<file path="src/logic/sipo_latch_cfg.svh">
// Constants for the serial-in, parallel-out latch
`ifndef SIPO_LATCH_CFG_SVH
`define SIPO_LATCH_CFG_SVH
`define STAGE_COUNT     8
`define STAGE_ZERO      8'h00
`define CASCADE_STAGE   7
`define BUF_DEPTH       2'h2
`define BUF_EMPTY       2'h0
`endif

</file>
<file path="src/logic/sipo_latch_pkg.sv">
// Types for the serial-in, parallel-out latch
`include "sipo_latch_cfg.svh"
package sipo_latch_pkg;
	typedef logic [`STAGE_COUNT-1:0] stage_type;

	typedef struct packed {
		logic shift_clock;
		logic storage_load_clock;
		logic register_clear_n;
		logic output_enable_n;
		logic serial_input;
	} pins_type;

	typedef struct packed {
		stage_type sink_out;
		stage_type sink_oe;
		logic      cascade_output;
	} drive_type;

	typedef struct packed {
		pins_type  sync1;
		pins_type  sync2;
		logic      shift_clock_prev;
		logic      load_clock_prev;
		stage_type shift_stages;
		stage_type entry0;
		stage_type entry1;
		logic      wr_ptr;
		logic      rd_ptr;
		logic [1:0] fill;
		stage_type storage;
		logic      cascade;
	} state_type;
endpackage

</file>
<file path="src/logic/sipo_latch.sv">
// Serial-in, parallel-out latch with open-drain sinks
//
// Summary of operation
// - Eight-stage shift register feeds eight-bit storage
// - Shift on shift edge; load edge queues the word, storage takes it when storage_ready is high
// - Storage reaches outputs only while clear high
// - Clear low zeroes shift stages, buffer, storage and cascade
// - Enable high forces all sinks off
// - Enable low: sinks follow storage combinationally
// - Sink pulls low when its bit is one
// - Cascade output carries shift data onward
`timescale 1ns/1ps
`default_nettype none
`include "sipo_latch_cfg.svh"
module sipo_latch
	import sipo_latch_pkg::*;
(
	input  wire logic      clk,
	input  wire logic      srst,
	input  wire pins_type  pins,
	input  wire logic      storage_ready,
	output logic           load_ready,
	output drive_type      drive
);

	////////////////////////////////////////////////////////////////////////////
	// State

	state_type st_q;
	state_type st_d;
	logic      shift_edge;
	logic      load_edge;
	logic      push;
	logic      pop;
	logic      passing;

	// Rising edge of a synchronised pin against the level seen one clock earlier
	function automatic logic rising(input logic now_level, input logic last_level);
		return now_level & ~last_level;
	endfunction

	// Pins come from another domain, so only the second stage is ever decoded
	assign shift_edge = rising(st_q.sync2.shift_clock, st_q.shift_clock_prev);
	assign load_edge  = rising(st_q.sync2.storage_load_clock, st_q.load_clock_prev);
	assign load_ready = (st_q.fill != `BUF_DEPTH);
	// A load edge while both entries wait is dropped; load_ready warns of that
	assign push       = load_edge & load_ready;
	assign pop        = (st_q.fill != `BUF_EMPTY) & storage_ready;
	assign passing    = st_q.sync2.register_clear_n & ~st_q.sync2.output_enable_n;

	////////////////////////////////////////////////////////////////////////////
	// Next state

	always_comb begin
		st_d                  = st_q;
		st_d.sync1            = pins;
		st_d.sync2            = st_q.sync1;
		st_d.shift_clock_prev = st_q.sync2.shift_clock;
		st_d.load_clock_prev  = st_q.sync2.storage_load_clock;
		if (shift_edge) begin
			st_d.shift_stages = {st_q.shift_stages[`STAGE_COUNT-2:0], st_q.sync2.serial_input};
		end
		if (push) begin
			if (st_q.wr_ptr) begin
				st_d.entry1 = st_q.shift_stages;
			end else begin
				st_d.entry0 = st_q.shift_stages;
			end
			st_d.wr_ptr = ~st_q.wr_ptr;
		end
		if (pop) begin
			st_d.storage = st_q.rd_ptr ? st_q.entry1 : st_q.entry0;
			st_d.rd_ptr  = ~st_q.rd_ptr;
		end
		st_d.fill    = st_q.fill + {1'b0, push} - {1'b0, pop};
		st_d.cascade = st_d.shift_stages[`CASCADE_STAGE];
		if (!st_q.sync2.register_clear_n) begin
			st_d.shift_stages = `STAGE_ZERO;
			st_d.entry0       = `STAGE_ZERO;
			st_d.entry1       = `STAGE_ZERO;
			st_d.storage      = `STAGE_ZERO;
			st_d.wr_ptr       = 1'b0;
			st_d.rd_ptr       = 1'b0;
			st_d.fill         = `BUF_EMPTY;
			st_d.cascade      = 1'b0;
		end
	end

	always_ff @(posedge clk) begin
		if (srst) begin
			st_q <= '0;
		end else begin
			st_q <= st_d;
		end
	end

	////////////////////////////////////////////////////////////////////////////
	// Sink drive: open drain, so the output value is always low

	always_comb begin
		drive.sink_out       = `STAGE_ZERO;
		drive.sink_oe        = passing ? st_q.storage : `STAGE_ZERO;
		drive.cascade_output = st_q.cascade;
	end
endmodule // sipo_latch
`default_nettype wire

</file>
<file path="config.mk">
export PLATFORM = sky130hd
export DESIGN_NAME = sipo_latch
export DESIGN_NICKNAME = d
export VERILOG_FILES = /design/src/logic/sipo_latch_pkg.sv /design/src/logic/sipo_latch.sv
export VERILOG_INCLUDE_DIRS = /design/src /design/src/logic
export SDC_FILE = /design/constraint.sdc
export NUM_CORES = 1
export LEC_CHECK = 0
export ABC_AREA = 0
export BUFFER_PORTS_ARGS = -buffer_cell sky130_fd_sc_hd__buf_2
export CORE_AREA = 2 2 85 87
export CTS_CLUSTER_SIZE = 20
export DETAILED_ROUTE_END_ITERATION = 12
export DIE_AREA = 0 0 87 89
export MAX_ROUTING_LAYER = met4
export PLACE_DENSITY_LB_ADDON = 0.3
export SLEW_MARGIN = 40
export SYNTH_ARGS = -nofsm -noshare
export SYNTH_HDL_FRONTEND = slang
export SYNTH_SLANG_ARGS = --single-unit
</file>
<file path="constraint.sdc">
create_clock -name clk -period 1.6 [get_ports clk]
set_clock_uncertainty 0.1 [all_clocks]
set_input_delay 0.08 -clock clk [delete_from_list [all_inputs] [get_ports clk]]
set_output_delay 0.08 -clock clk [all_outputs]
set_load 0.01 [all_outputs]
</file>
==> results.yml <==
run_status:
  status: "complete, no violations"
finish:
  fin_nets: 238
  fin_area_um2: 2290
  antennaDiodeCount: 0
  syn2layout_area_growth_pct: 16.1
  multi_input_area_um2: 900
  drive_gt1_share_pct: 21.3
  fillers: 690
  utilization_pct: 34.1
  register_area_um2: 968
sta:
  min_period_over_period_pct: 97.5
  finalSetupViolations: 0
  rsz0062_at_grt: "yes"
  final_hold_viol_count: 0
  hold_ws_ns: 0.00872
  fmaxAchievable_mhz: 641
  min_period_ns: 1.56
  layout_setup_ws_ns: 0.0394
  timing.final.max_slew_violations: 0
power_and_ir_drop:
  p_per_area_nw_per_um2: 879
  power_w: 0.00202
  power_leakage_nw: 0.874
  ir_worst_vdd_v: 0.000328
worst_setup_path:
  critPathLaunchType: "register"
  end_kind: "register"
  criticalPathCategory: "reg2reg"
  crit_fanout: 3
  critical_path_arrival_ns: 1.66
  cp.required_ns: 1.70
clock_tree:
  clkLatencyLatePin_ns: 0.31
  cts_buffers: 5
  cts-root-buf: "clkbuf_8"
  cts.sinks: 48
  clk_path_buf_depth: 2
  clk_pin_slew_ns: 0.09
  cts_tree: "yes"
  htreeDepth: 2
synth:
  syn-mean-instance-area_um2: 9.73
  synthTopCellsByArea: "dfxtp_1 49%, mux2i_1 12%, nand2_1 7.8%, buf_4 4.6%, nor2b_1 4.4%"
  synth-edff-count: 0
  synth-seq-area-share_pct: 48.7
  syn-cell-area_um2: 1970
  ys_types: 30
  ys_warn_count: 0
  synth_flop_cell: "dfxtp_1"
  async_reset_ff_share_pct: 0
  synth_top_area_share_pct: 48.7
  synth-seq-cells: 48
  synthCells: 203
  yosys.area.top_type: "dfxtp_1"
drt:
  routed_via_density: 4.14
  wl_per_cell_um: 10.0
  drcViolationCount: 0
  dr.pass1.iters: 3
  vias: 1283
  antenna_left: 0
  routed_wl_um: 3110
  drt_iter0_markers: 56
floorplan:
  fp.dieArea_um2: 7740
  rows: 30
  initial_utilization_pct: 29.4
  fp.dieH_um: 89
  pin_count: 26
  dieWidth_um: 87
  coreArea_um2: 6720
global_routing:
  grt_usage_pct: 9.33
  grt_antenna_before_repair: 0
  grt_pass1_wl_um: 5460
  grt_pass1_vias: 1216
  grt_overflow: 0
  grt_max_degree: 28
run:
  maxCapViolations: 0
place:
  gp_congestion: 0.622
  dpl_worst_slack_ns: 0.0368
  place_area_um2: 2110
  io_buffers: 17
  dpl.hpwl_um: 2130
hold_path:
  hold_path_class: "in2reg"
-- timing repair --
item / CTS / global route
hold buffers: 5 / 0
buffers inserted: 0 / 1
endpoints found under the hold margin: 5 / 0
setup endpoints to repair: 0 / 1
resized for setup: 0 / 7
-- placed cells by master (no fill, tap or decap), types with 2 or more instances in the layout --
master | synthesis | final
dfxtp_4 | 0 | 2
dlygate4sd3_1 | 0 | 5
dfxtp_1 | 48 | 46
clkbuf_8 | 0 | 5
nor2_1 | 10 | 10
buf_2 | 1 | 17
a211oi_1 | 7 | 7
nand2b_1 | 3 | 3
buf_4 | 12 | 10
xnor2_2 | 0 | 2
a21oi_1 | 8 | 8
and2_1 | 9 | 9
nand2_1 | 41 | 40
mux2i_1 | 24 | 24
nor2b_1 | 14 | 14
conb_1 | 1 | 8
-- power breakdown --
group,internal [W],total [W],switching [W]
sequential,0.00120,0.00121,0.00000422
combinational,0.0000393,0.0000838,0.0000445
clock,0.000310,0.000724,0.000413
-- Yosys cell counts, types with 2 or more instances --
master	instances
a211oi_1	7
a21oi_1	8
and2_1	9
buf_6	5
nor2_1	10
nor2b_1	14
nand2b_1	3
buf_4	12
dfxtp_1	48
mux2i_1	24
xnor2_1	3
nand2_1	41
clkbuf_1	2
-- worst max-delay path, stage by stage (launching register included) --
cell and delay [ns]:
dfxtp_4 0.37, nor2b_4 0.13, inv_2 0.05, nand2_2 0.06, xnor2_2 0.13, ha_2 0.18
xnor2_2 0.13, o2111ai_1 0.09, a21bo_1 0.21
-- cells by family after synthesis --
family | share of synthesized area, %
adders and majority gates | 0.634
buffers and inverters | 8.43
DFF | 48.7
AOI/OAI and AO/OA | 7.73
and+or+nand+nor | 20.8
xor gates and xnor gates | 1.33
muxes | 12.2
other | 0.190
-- metal layers --
layer	vias to the layer above	GRT usage, %	routed length [µm]
met2	21	14.3	1390
met4	0	4.69	51
li1	695	-	-
met3	4	2.77	103
met1	563	11.1	1560
met5	-	-	0
-- through the flow --
stage / std cells / setup TNS [ns]
floorplan: 210 / 0
global placement: 296 / 0
detailed placement: 296 / 0
CTS: 309 / 0
global route: 310 / -0.0458
finish: 310 / 0
-- path summary, 6_finish.rpt --
| kind | cells past startpoint | end | start | slack, ns |
|---|---|---|---|---|
| setup / recovery | 8 | st_q[10]$_SDFF_PP0_ | st_q[10]$_SDFF_PP0_ | 0.04 |
| hold / removal | 2 | st_d[41]$_SDFF_PP0_ | srst | 0.009 |
| setup reg to reg | 8 | st_q[10]$_SDFF_PP0_ | st_q[10]$_SDFF_PP0_ | 0.04 |
| hold reg to reg | 2 | st_q[29]$_SDFFE_PP0P_ | st_q[39]$_SDFF_PP0_ | 0.34 |
-- sequential cells by signal, summed over array words and instances, names as in the netlist --
register  cells
st_q         41
st_d          7
-- cell type report --
type | instances | area share, %
clock buffer | 5 | 3.00
clock inverter | 3 | 0.928
inverter | 1 | 0.164
multi-input combinational | 140 | 39.2
sequential | 48 | 42.2
tap | 80 | 4.37
timing repair buffer | 33 | 10.0
Power figures use the tool's default switching activity.
